==> config.mk <==
export PLATFORM = sky130hd
export DESIGN_NAME = ccsl_top
export DESIGN_NICKNAME = d
export VERILOG_FILES = /design/src/common/ccsl_pkg.sv /design/src/verilog/ccsl_top.sv /design/src/verilog/ccsl_cmd_decode.sv
export VERILOG_INCLUDE_DIRS = /design/src /design/src/common
export SDC_FILE = /design/constraint.sdc
export NUM_CORES = 1
export LEC_CHECK = 0
export BUFFER_PORTS_ARGS = -buffer_cell sky130_fd_sc_hd__buf_2
export CORE_UTILIZATION = 38
export DETAILED_ROUTE_END_ITERATION = 16
export PLACE_DENSITY = 0.6
export SETUP_SLACK_MARGIN = 0.3
export SYNTH_ARGS = -nofsm -noshare
export SYNTH_HDL_FRONTEND = slang
export SYNTH_HIERARCHICAL = 1
export SYNTH_SLANG_ARGS = --single-unit
==> constraint.sdc <==
create_clock -name clk -period 2.15 [get_ports clk]
set_input_delay 0.215 -clock clk [delete_from_list [all_inputs] [get_ports clk]]
set_output_delay 0.215 -clock clk [all_outputs]
set_load 0.05 [all_outputs]
==> src/common/ccsl_defs.svh <==
// Offsets, field positions, reset values and timing counts of the command and status logic.
// Behaviour
// - Command register is write-only; reads of it return zero.
// - Loopback send transmits and receives own message; both interrupts mark success.
// - Send request with cancel together sends once, no retry on error or loss.
// - Loopback send with cancel together is a single-shot loopback send.
// - Send, cancel and loopback together act as single-shot normal send.
// - Send and loopback together ignore loopback; a normal send results.
// - Held send request clears when the engine reports the start, one cycle before the sending flag sets.
// - Writing one to overrun clear clears overrun flag; zero does nothing.
// - While overrun flag stays set no further overrun interrupt is raised.
// - Slot free releases current message; empty queue clears receive interrupt.
// - Cancel drops a pending request; a started frame completes.
// - Transmit interrupt is raised even for an aborted message.
// - Writing zero to send request does not cancel an earlier request.
// - Status register is read-only; writes to it have no effect.
// - Status bit 7 shows bus-off.
// - Status bit 6 shows an error counter at or above the warning limit.
// - Status bit 5 shows transmitting, bit 4 shows receiving.
// - Status bit 3 shows last requested send completed.
// - Status bit 2 shows transmit buffer free for host writes.
// - Done flag clears on a send request accepted in idle and stays clear until success.
// - Status bit 1 shows overrun, bit 0 shows a message held.
`ifndef CCSL_DEFS_SVH
`define CCSL_DEFS_SVH

// ----------------------------------------------------------------------------
// Register offsets
// ----------------------------------------------------------------------------
`define CCSL_ADDR_W          8
`define CCSL_OFS_COMMAND     8'h01
`define CCSL_OFS_STATUS      8'h02
`define CCSL_OFS_WARN_LIMIT  8'h0d

// ----------------------------------------------------------------------------
// Command fields
// ----------------------------------------------------------------------------
`define CCSL_CMD_SEND        0
`define CCSL_CMD_CANCEL      1
`define CCSL_CMD_SLOT_FREE   2
`define CCSL_CMD_OVR_CLEAR   3
`define CCSL_CMD_LOOPBACK    4

// ----------------------------------------------------------------------------
// Reset values and timing
// ----------------------------------------------------------------------------
`define CCSL_WARN_LIMIT_RST  8'h60
`define CCSL_CMD_GAP_CYCLES  2'h2
`define CCSL_QUEUE_CNT_W     4

`endif

==> src/common/ccsl_pkg.sv <==
// Types shared by the command and status logic.
package ccsl_pkg;

    // Decoded one-cycle command pulses.
    typedef struct packed {
        logic loopback;
        logic overrun_clear;
        logic slot_free;
        logic cancel;
        logic send;
        logic single_shot;
    } ccsl_cmd_t;

    // Events reported by the protocol engine.
    typedef struct packed {
        logic bus_off;
        logic tx_started;
        logic tx_ok;
        logic tx_failed;
        logic rx_active;
        logic rx_stored;
        logic rx_overrun;
        logic [7:0] tx_err_count;
        logic [7:0] rx_err_count;
    } ccsl_eng_t;

    // Orders towards the protocol engine and interrupt flags.
    typedef struct packed {
        logic start;
        logic single_shot;
        logic loopback;
        logic tx_irq;
        logic rx_irq;
        logic overrun_irq;
    } ccsl_ord_t;

    typedef enum logic [3:0] {
        CCSL_IDLE    = 4'b0001,
        CCSL_PENDING = 4'b0010,
        CCSL_SENDING = 4'b0100,
        CCSL_GAP     = 4'b1000
    } ccsl_tx_state_t;

endpackage

==> src/verilog/ccsl_top.sv <==
// Command decoding and status reporting logic of a CAN controller.
//
// The strobed register port was chosen for this implementation.
`timescale 1ns/1ps
`include "ccsl_defs.svh"
module ccsl_top (
    // Clock and reset
    input  wire logic              clk,
    input  wire logic              rst_n,
    // Register port
    input  wire logic [7:0]        addr,
    input  wire logic [7:0]        wdata,
    input  wire logic              wr,
    input  wire logic              rd,
    output logic [7:0]             rdata,
    // Protocol engine side
    input  ccsl_pkg::ccsl_eng_t    eng,
    output ccsl_pkg::ccsl_ord_t    ord
);

    // ------------------------------------------------------------------------
    // Command decode
    // ------------------------------------------------------------------------
    ccsl_pkg::ccsl_cmd_t    cmd;
    ccsl_pkg::ccsl_tx_state_t tx_state;
    logic [7:0]             warning_limit_setting;
    logic                   send_request;
    logic                   sending_flag;
    logic                   send_done_flag;
    logic                   overrun_flag;
    logic                   receiving_flag;
    logic                   bus_off_flag;
    logic                   error_warning_flag;
    logic [`CCSL_QUEUE_CNT_W-1:0] msg_count;
    logic                   wr_cmd;
    logic                   single_shot_order;
    logic                   loopback_order;
    logic                   tx_irq;
    logic                   rx_irq;
    logic                   overrun_irq;

    assign wr_cmd = wr && (addr == `CCSL_OFS_COMMAND);

    // Each order bit lives in a flop of its own; the struct only gathers them,
    // so no packed variable is written from more than one process.
    assign ord = {send_request, single_shot_order, loopback_order,
                  tx_irq, rx_irq, overrun_irq};

    ccsl_cmd_decode u_dec (
        .clk   (clk),
        .rst_n (rst_n),
        .wr_cmd(wr_cmd),
        .wdata (wdata),
        .cmd   (cmd)
    );

    // ------------------------------------------------------------------------
    // Warning limit register
    // ------------------------------------------------------------------------
    always_ff @(posedge clk or negedge rst_n) begin
        if (!rst_n) begin
            warning_limit_setting <= `CCSL_WARN_LIMIT_RST;
        end else if (wr && addr == `CCSL_OFS_WARN_LIMIT) begin
            warning_limit_setting <= wdata;
        end
    end

    // ------------------------------------------------------------------------
    // Transmit sequencer
    // ------------------------------------------------------------------------
    // A request held in PENDING stays until cancel or until the engine
    // starts; zeros written to the send bit never reach this machine.
    always_ff @(posedge clk or negedge rst_n) begin
        if (!rst_n) begin
            tx_state <= ccsl_pkg::CCSL_IDLE;
        end else begin
            case (tx_state)
                ccsl_pkg::CCSL_IDLE: begin
                    if (cmd.send) begin
                        tx_state <= ccsl_pkg::CCSL_PENDING;
                    end
                end
                ccsl_pkg::CCSL_PENDING: begin
                    if (eng.tx_started) begin
                        tx_state <= ccsl_pkg::CCSL_SENDING;
                    end else if (cmd.cancel) begin
                        tx_state <= ccsl_pkg::CCSL_IDLE;
                    end
                end
                ccsl_pkg::CCSL_SENDING: begin
                    // A running frame finishes; cancel counts only in the cycle of tx_failed, where it stops the retry.
                    if (eng.tx_ok || (eng.tx_failed && (single_shot_order || cmd.cancel))) begin
                        tx_state <= ccsl_pkg::CCSL_GAP;
                    end else if (eng.tx_failed) begin
                        tx_state <= ccsl_pkg::CCSL_PENDING;
                    end
                end
                ccsl_pkg::CCSL_GAP: begin
                    tx_state <= ccsl_pkg::CCSL_IDLE;
                end
                default: begin
                    tx_state <= ccsl_pkg::CCSL_IDLE;
                end
            endcase
        end
    end

    always_ff @(posedge clk or negedge rst_n) begin
        if (!rst_n) begin
            send_request <= 1'b0;
        end else begin
            // The held request drops the moment sending begins. It is also the
            // start order seen by the engine.
            send_request <= (tx_state == ccsl_pkg::CCSL_PENDING) && !eng.tx_started;
        end
    end

    always_ff @(posedge clk or negedge rst_n) begin
        if (!rst_n) begin
            sending_flag <= 1'b0;
        end else begin
            sending_flag <= (tx_state == ccsl_pkg::CCSL_SENDING);
        end
    end

    // Orders to the engine.
    always_ff @(posedge clk or negedge rst_n) begin
        if (!rst_n) begin
            single_shot_order <= 1'b0;
            loopback_order    <= 1'b0;
        end else begin
            if (tx_state == ccsl_pkg::CCSL_IDLE && cmd.send) begin
                single_shot_order <= cmd.single_shot;
                loopback_order    <= cmd.loopback;
            end
        end
    end

    // ------------------------------------------------------------------------
    // Completion flag
    // ------------------------------------------------------------------------
    always_ff @(posedge clk or negedge rst_n) begin
        if (!rst_n) begin
            send_done_flag <= 1'b1;
        end else if (cmd.send && tx_state == ccsl_pkg::CCSL_IDLE) begin
            send_done_flag <= 1'b0;
        end else if (tx_state == ccsl_pkg::CCSL_SENDING && eng.tx_ok) begin
            send_done_flag <= 1'b1;
        end
    end

    // ------------------------------------------------------------------------
    // Transmit interrupt
    // ------------------------------------------------------------------------
    // Raised whenever the buffer returns to free, aborted or not; a loopback
    // success also sees rx_irq from the stored copy.
    always_ff @(posedge clk or negedge rst_n) begin
        if (!rst_n) begin
            tx_irq <= 1'b0;
        end else begin
            tx_irq <= (tx_state == ccsl_pkg::CCSL_GAP) ||
                      (tx_state == ccsl_pkg::CCSL_PENDING && cmd.cancel &&
                       !eng.tx_started);
        end
    end

    // ------------------------------------------------------------------------
    // Receive queue accounting
    // ------------------------------------------------------------------------
    // Counter saturates; a store into a full count is reported as overrun
    // by the engine, so no wrap can happen.
    always_ff @(posedge clk or negedge rst_n) begin
        if (!rst_n) begin
            msg_count <= '0;
        end else begin
            case ({eng.rx_stored, cmd.slot_free && msg_count != '0})
                2'b10: msg_count <= (&msg_count) ? msg_count
                                                  : msg_count + `CCSL_QUEUE_CNT_W'(1);
                2'b01: msg_count <= msg_count - `CCSL_QUEUE_CNT_W'(1);
                default: msg_count <= msg_count;
            endcase
        end
    end

    always_ff @(posedge clk or negedge rst_n) begin
        if (!rst_n) begin
            rx_irq <= 1'b0;
        end else if (eng.rx_stored) begin
            rx_irq <= 1'b1;
        end else if (cmd.slot_free && msg_count <= `CCSL_QUEUE_CNT_W'(1)) begin
            rx_irq <= 1'b0;
        end
    end

    // ------------------------------------------------------------------------
    // Overrun flag and interrupt
    // ------------------------------------------------------------------------
    always_ff @(posedge clk or negedge rst_n) begin
        if (!rst_n) begin
            overrun_flag <= 1'b0;
        end else if (eng.rx_overrun) begin
            overrun_flag <= 1'b1;
        end else if (cmd.overrun_clear) begin
            overrun_flag <= 1'b0;
        end
    end

    always_ff @(posedge clk or negedge rst_n) begin
        if (!rst_n) begin
            overrun_irq <= 1'b0;
        end else begin
            // Only the first overrun after a clear is signalled.
            overrun_irq <= eng.rx_overrun && (!overrun_flag || cmd.overrun_clear);
        end
    end

    // ------------------------------------------------------------------------
    // Bus state flags
    // ------------------------------------------------------------------------
    always_ff @(posedge clk or negedge rst_n) begin
        if (!rst_n) begin
            bus_off_flag       <= 1'b0;
            error_warning_flag <= 1'b0;
            receiving_flag     <= 1'b0;
        end else begin
            bus_off_flag       <= eng.bus_off;
            error_warning_flag <= (eng.tx_err_count >= warning_limit_setting) ||
                                  (eng.rx_err_count >= warning_limit_setting);
            receiving_flag     <= eng.rx_active;
        end
    end

    // ------------------------------------------------------------------------
    // Read port
    // ------------------------------------------------------------------------
    // Writes to the status offset hit no storage at all.
    always_ff @(posedge clk or negedge rst_n) begin
        if (!rst_n) begin
            rdata <= 8'h00;
        end else if (rd) begin
            case (addr)
                `CCSL_OFS_STATUS: begin
                    rdata <= {bus_off_flag, error_warning_flag, sending_flag,
                              receiving_flag, send_done_flag,
                              (tx_state == ccsl_pkg::CCSL_IDLE),
                              overrun_flag, (msg_count != '0)};
                end
                `CCSL_OFS_WARN_LIMIT: begin
                    rdata <= warning_limit_setting;
                end
                default: begin
                    rdata <= 8'h00;
                end
            endcase
        end else begin
            rdata <= 8'h00;
        end
    end

endmodule

==> src/verilog/ccsl_cmd_decode.sv <==
// Decoder that turns a command write into one-cycle command pulses.
`timescale 1ns/1ps
`include "ccsl_defs.svh"
module ccsl_cmd_decode (
    // Clock and reset
    input  wire logic              clk,
    input  wire logic              rst_n,
    // Write side
    input  wire logic              wr_cmd,
    input  wire logic [7:0]        wdata,
    // Decoded pulses
    output ccsl_pkg::ccsl_cmd_t    cmd
);

    // ------------------------------------------------------------------------
    // Decode
    // ------------------------------------------------------------------------
    // Bits 7 to 5 are never looked at, so they cannot start anything.
    always_ff @(posedge clk or negedge rst_n) begin
        if (!rst_n) begin
            cmd <= '0;
        end else if (wr_cmd) begin
            cmd.send          <= wdata[`CCSL_CMD_SEND] | wdata[`CCSL_CMD_LOOPBACK];
            // Loopback only when send is absent.
            cmd.loopback      <= wdata[`CCSL_CMD_LOOPBACK] & ~wdata[`CCSL_CMD_SEND];
            // Cancel with a request means one try only.
            cmd.single_shot   <= wdata[`CCSL_CMD_CANCEL] &
                                 (wdata[`CCSL_CMD_SEND] | wdata[`CCSL_CMD_LOOPBACK]);
            cmd.cancel        <= wdata[`CCSL_CMD_CANCEL] &
                                 ~(wdata[`CCSL_CMD_SEND] | wdata[`CCSL_CMD_LOOPBACK]);
            cmd.slot_free     <= wdata[`CCSL_CMD_SLOT_FREE];
            cmd.overrun_clear <= wdata[`CCSL_CMD_OVR_CLEAR];
        end else begin
            cmd <= '0;
        end
    end

endmodule

# After elaboration in Yosys (flattened, before gate mapping)
# Index checks and enable logic that the tools add are counted.
dict set report totals {
  regBits 42
  inputBits 43
  word_cells 89
}
dict set report classes {
  addsub 2
  order_cmp 3
  n_eq_ne 13
  mux 17
  bitwise_logic 6
  n_reduce_logical 26
}
# operator n
set ops {}
lappend ops {{two-way mux 4 bit} 6}
lappend ops {{>= comparator 8 bit} 2}
lappend ops {{one-hot mux 8 bit (2 select lines)} 1}
lappend ops {{one-hot mux 4 bit (3 select lines)} 1}
lappend ops {{logical AND 1 bit} 11}
lappend ops {{== test 8 x 1 -> 1 bit (second input constant)} 1}
lappend ops {{== test 8 x 2 -> 1 bit (second input constant)} 1}
lappend ops {{== test 8 x 4 -> 1 bit (second input constant)} 1}
lappend ops {{two-way mux 8 bit} 1}
lappend ops {{one-hot mux 4 bit (2 select lines)} 1}
lappend ops {{nonzero test 2 bit} 4}
lappend ops {{two-way mux 1 bit} 6}
lappend ops {{two-way mux 6 bit} 1}
lappend ops {{logical OR 1 bit} 5}
lappend ops {{adder 4 x 1 -> 4 bit (second input constant)} 1}
lappend ops {{== test 4 x 1 -> 1 bit (second input constant)} 1}
lappend ops {{== test 4 x 2 -> 1 bit (second input constant)} 1}
lappend ops {{== test 4 x 3 -> 1 bit (second input constant)} 1}
lappend ops {{== test 4 bit (second input constant)} 1}
lappend ops {{<= comparator 4 x 1 -> 1 bit (second input constant)} 1}
lappend ops {{AND reduction 4 bit} 1}
lappend ops {{nonzero test 4 bit} 1}
lappend ops {{subtractor 4 x 1 -> 4 bit (second input constant)} 1}
lappend ops {{AND 1 bit} 3}
lappend ops {{other kinds (11)} 13}

# Logic depth before layout (Yosys ltp)
dict set report depth {
  word_depth 5
  mapped_depth 6
}

# Cells and area by module
# The synthesis kept the hierarchy.
# mod instances cells_per_inst area_per_inst_um2 seq_area_each_um2
set modules_own_cells {}
lappend modules_own_cells {ccsl_top 1 201 2122.0 905.9}
lappend modules_own_cells {ccsl_cmd_decode 1 12 205.2 150.1}

# Worst setup path before layout
# No wires, ideal clock.
dict set report synth_path {
  path_type {register to register}
  from {register msg_count[0]}
  to {register msg_count[0]}
  setup_ps 126
  arrival_ps 1686
  setup_slack_ps 338
  path_stages_with_launch 7
  period_less_slack_ps 1812
  path_cell_list {dfrtp_1 -> inv_1 -> ha_1 -> or3b_2 -> nand2_1 -> o21bai_1 -> a311o_1}
}
dict set report synth_between {
  elab_chain_cells 5
  word_cells_on_any_way 12
}
# element line_no
set synth_rtl {}
lappend synth_rtl {{start, declared} ccsl_top.sv:34} ;# logic [`CCSL_QUEUE_CNT_W-1:0] msg_count;
lappend synth_rtl {{start signal, assigned} ccsl_top.sv:177} ;# 2'b10: msg_count <= (&msg_count) ? msg_count
lappend synth_rtl {{start signal, assigned} ccsl_top.sv:179} ;# 2'b01: msg_count <= msg_count - `CCSL_QUEUE_CNT_W'(1);
lappend synth_rtl {{start signal, assigned} ccsl_top.sv:180} ;# default: msg_count <= msg_count;
lappend synth_rtl {{parallel branches: the longest is 5 deep, another holds adder 4 x 1 -> 4 bit} -}
# Several ways; the timed one is not identified. The select of a mux whose other input is x is not followed.
# A chain may end at the register's enable or synchronous reset.

# Final worst setup path
# Same ends and word-level chain as after synthesis.

==> results.ini <==
[outcome]
status = finished, final reports clean

[placement]
hpwlAfterDp_um = 3545
finalWeightedCongestion = 0.8008
dpl_cell_area_um2 = 2675
io_buffers = 56

[yosys]
synth-seq-area-share_pct = 45.38
synth_fp_nets = 275
synth_area_per_cell_um2 = 10.93
synthArstFlopShare_pct = 100.0
yosysWarnings = 6
synth-edff-count = 0
yosys_most_used_dff = dfrtp_1
ys_ff_latch = 42
syn_inst = 213
ys_types = 48
netlist_area_um2 = 2327

[drt]
wl_um = 4441
vias_per_cell = 5.017
detail_route.wl_per_cell_um = 12.76
first_iter_violations = 61
route.antenna.remaining_nets = 0
drc_errors = 0
vias = 1746
firstDrtPassIters = 4

[run]
max-cap-violations = 0

[grt]
grt_use_met2_pct = 25.38
grtUsageTotal_pct = 15.34
top_usage_layer = met2
overflow = 0
use_met1_pct = 19.10
grt_util_met3_pct = 3.977
grt_pass1_vias = 1698
antenna_found_initial = 0
grt_first_pass_wirelength_um = 7521
grt_max_degree = 28

[sta]
skew_ns = 0.004817
fmax_ghz = 0.5730
finalCriticalPeriod_ns = 1.745
rsz0062_at_grt = false
maxSlewViolCount = 0
finalHoldViolCount = 0
fin_setup_tns_ns = 0
setup_viol = 0
max-slew-margin-rel_pct = 61.16
worst_slew_pin_slew_ns = 0.5826
fin_crit_sh_pct = 81.17

[power]
pwr-share-clk_pct = 29.4
p_leak_nw = 1.339
p_int_mw = 1.454
p_per_area_nw_per_um2 = 731.3
swShare_pct = 29.48
pwr-share-comb_pct = 24.1
power_switching_uw = 607.7
vdd_drop_max_mv = 0.2773
p_seq_share_pct = 46.5

[hold_path]
worstHoldStart = eng[22]
hp-class = input port to register

[setup_path]
slowest_stage = dfrtp_2
end_kind = register
cp-startpoint = msg_count[0]
cpPeakStageDelay_ns = 0.46
path_buf_inv = 1
path_class = register to register
start_kind = register
crit_arrival_ns = 1.92
r2r-start = msg_count[0]
cp_data_required_time_ns = 2.33
cp_cell_sequence = inv_2, ha_4, or3b_4, nand2_2, o21bai_1, a311o_1
critPathMaxFanout = 7
path_delay_family = simple AND/OR/NAND/NOR gates

[layout]
stdcell_area_um2 = 2819
layout_commonest_cell = buf_2
drive_gt1_share_pct = 35.90
final_cell_mix = buf_2 (56), dfrtp_1 (37), inv_1 (19), ha_1 (18), nor2b_1 (12)
multi_input_area_um2 = 1162
diodes = 0
nNetsFinal = 334
utilization_pct = 47.61
area.sequential_um2 = 1057
area_delta_synth_final_pct = 21.13
fillers = 574

[floorplan]
core_um2 = 5921
die_y_um = 80.26
fp.dieW_um = 80.26
rows = 28
io_pins = 57
start_util_pct = 39.31
die_area_um2 = 6441

[cts]
path_clk_slew_ns = 0.07
cts.sink_count = 42
ctsHtreeMaxLevel = 2
cts_made_buffers = 5
clk_latency_ns = 0.29
cts-root-buf = clkbuf_8
post_cts_buffers = 0
cts_tree = yes
cts.path.max_buffers = 2

## cells in the mapped netlist (5+ instances only)
cell type | count | area (um2)
nand2b_1 | 5 | 31.28
nor2b_1 | 12 | 75.07
nand2_1 | 9 | 33.78
o21ai_0 | 7 | 35.03
a22oi_1 | 10 | 75.07
a21oi_1 | 11 | 55.05
nor3_1 | 7 | 35.03
nor2_1 | 6 | 22.52
mux2_2 | 7 | 78.83
ha_1 | 19 | 237.7
buf_4 | 6 | 45.04
inv_1 | 20 | 75.07
dfrtp_1 | 38 | 950.9
## state kept, by name, indices dropped and copies added, names as in the netlist
signal,flops
warning_limit_setting,8
rx_irq,1
send_request,1
error_warning_flag,1
overrun_irq,1
sending_flag,1
u_dec/cmd,6
bus_off_flag,1
receiving_flag,1
single_shot_order,1
send_done_flag,1
rdata,8
tx_state,4
msg_count,4
loopback_order,1
overrun_flag,1
tx_irq,1
## cell type report
cell class                 instances  share of cell area [%]
clock buffer                       6                   2.574
clock inverter                     2                   1.332
inverter                          20                   2.663
multi-input combinational        142                   41.23
sequential                        42                   37.51
tap                               75                   3.329
timing repair buffer              61                   11.36
## worst paths after layout
path / to / slack (ns) / depth (start not counted)
setup / recovery: msg_count[0] / 0.40 / 6
min in group asynchronous: tx_irq / 0.45 / 2
hold / removal: bus_off_flag / 0.04 / 1
max in group asynchronous: u_dec/cmd[1] / 1.14 / 3
hold reg to reg: send_done_flag / 0.47 / 1
setup reg to reg: msg_count[0] / 0.40 / 6
## cells by family after synthesis
group / synth area share [%]
AO/OA/AOI/OAI: 14.68
XOR/XNOR: 0.7528
adder cells (fa/ha/maj): 10.22
buffers and inverters: 5.645
flip-flops: 45.38
multiplexers: 5.323
AND/OR/NAND/NOR: 18.01
## power by group through the flow
stage | clock, mW | sequential [mW] | combinational [mW]
finish | 0.606 | 0.958 | 0.498
global route | 0.656 | 0.977 | 0.569
CTS | 0.630 | 0.956 | 0.477
detailed placement | 0 | 0.968 | 0.458
global placement | 0 | 0.965 | 0.448
floorplan | 0 | 0.929 | 0.333
## timing repair
item / 4_1_cts / 5_1_grt
pin swaps: 0 / 0
setup endpoints to repair: 2 / 1
hold endpoints to repair: 21 / 0
hold buffers: 1 / 0
resized for setup: 5 / 2
## metrics by stage
step / setup slack [ns] / instances / hold WS [ns] / total power, mW
2_1_floorplan: 0.3382 / 213 / -0.08059 / 1.261
3_3_place_gp: 0.2402 / 339 / 0.2594 / 1.412
3_5_place_dp: 0.2043 / 339 / 0.2590 / 1.425
4_1_cts: 0.3297 / 348 / 0.03113 / 2.063
5_1_grt: 0.3010 / 348 / 0.02726 / 2.202
6_report: 0.4049 / 348 / 0.03763 / 2.062
## per-layer routing
metal	up-vias	part of all wire, %
met5	-	0
met4	0	1.5
met3	5	5.1
met2	42	47
met1	820	46
li1	879	-
Note: power is estimated with default switching activity, not from simulation.
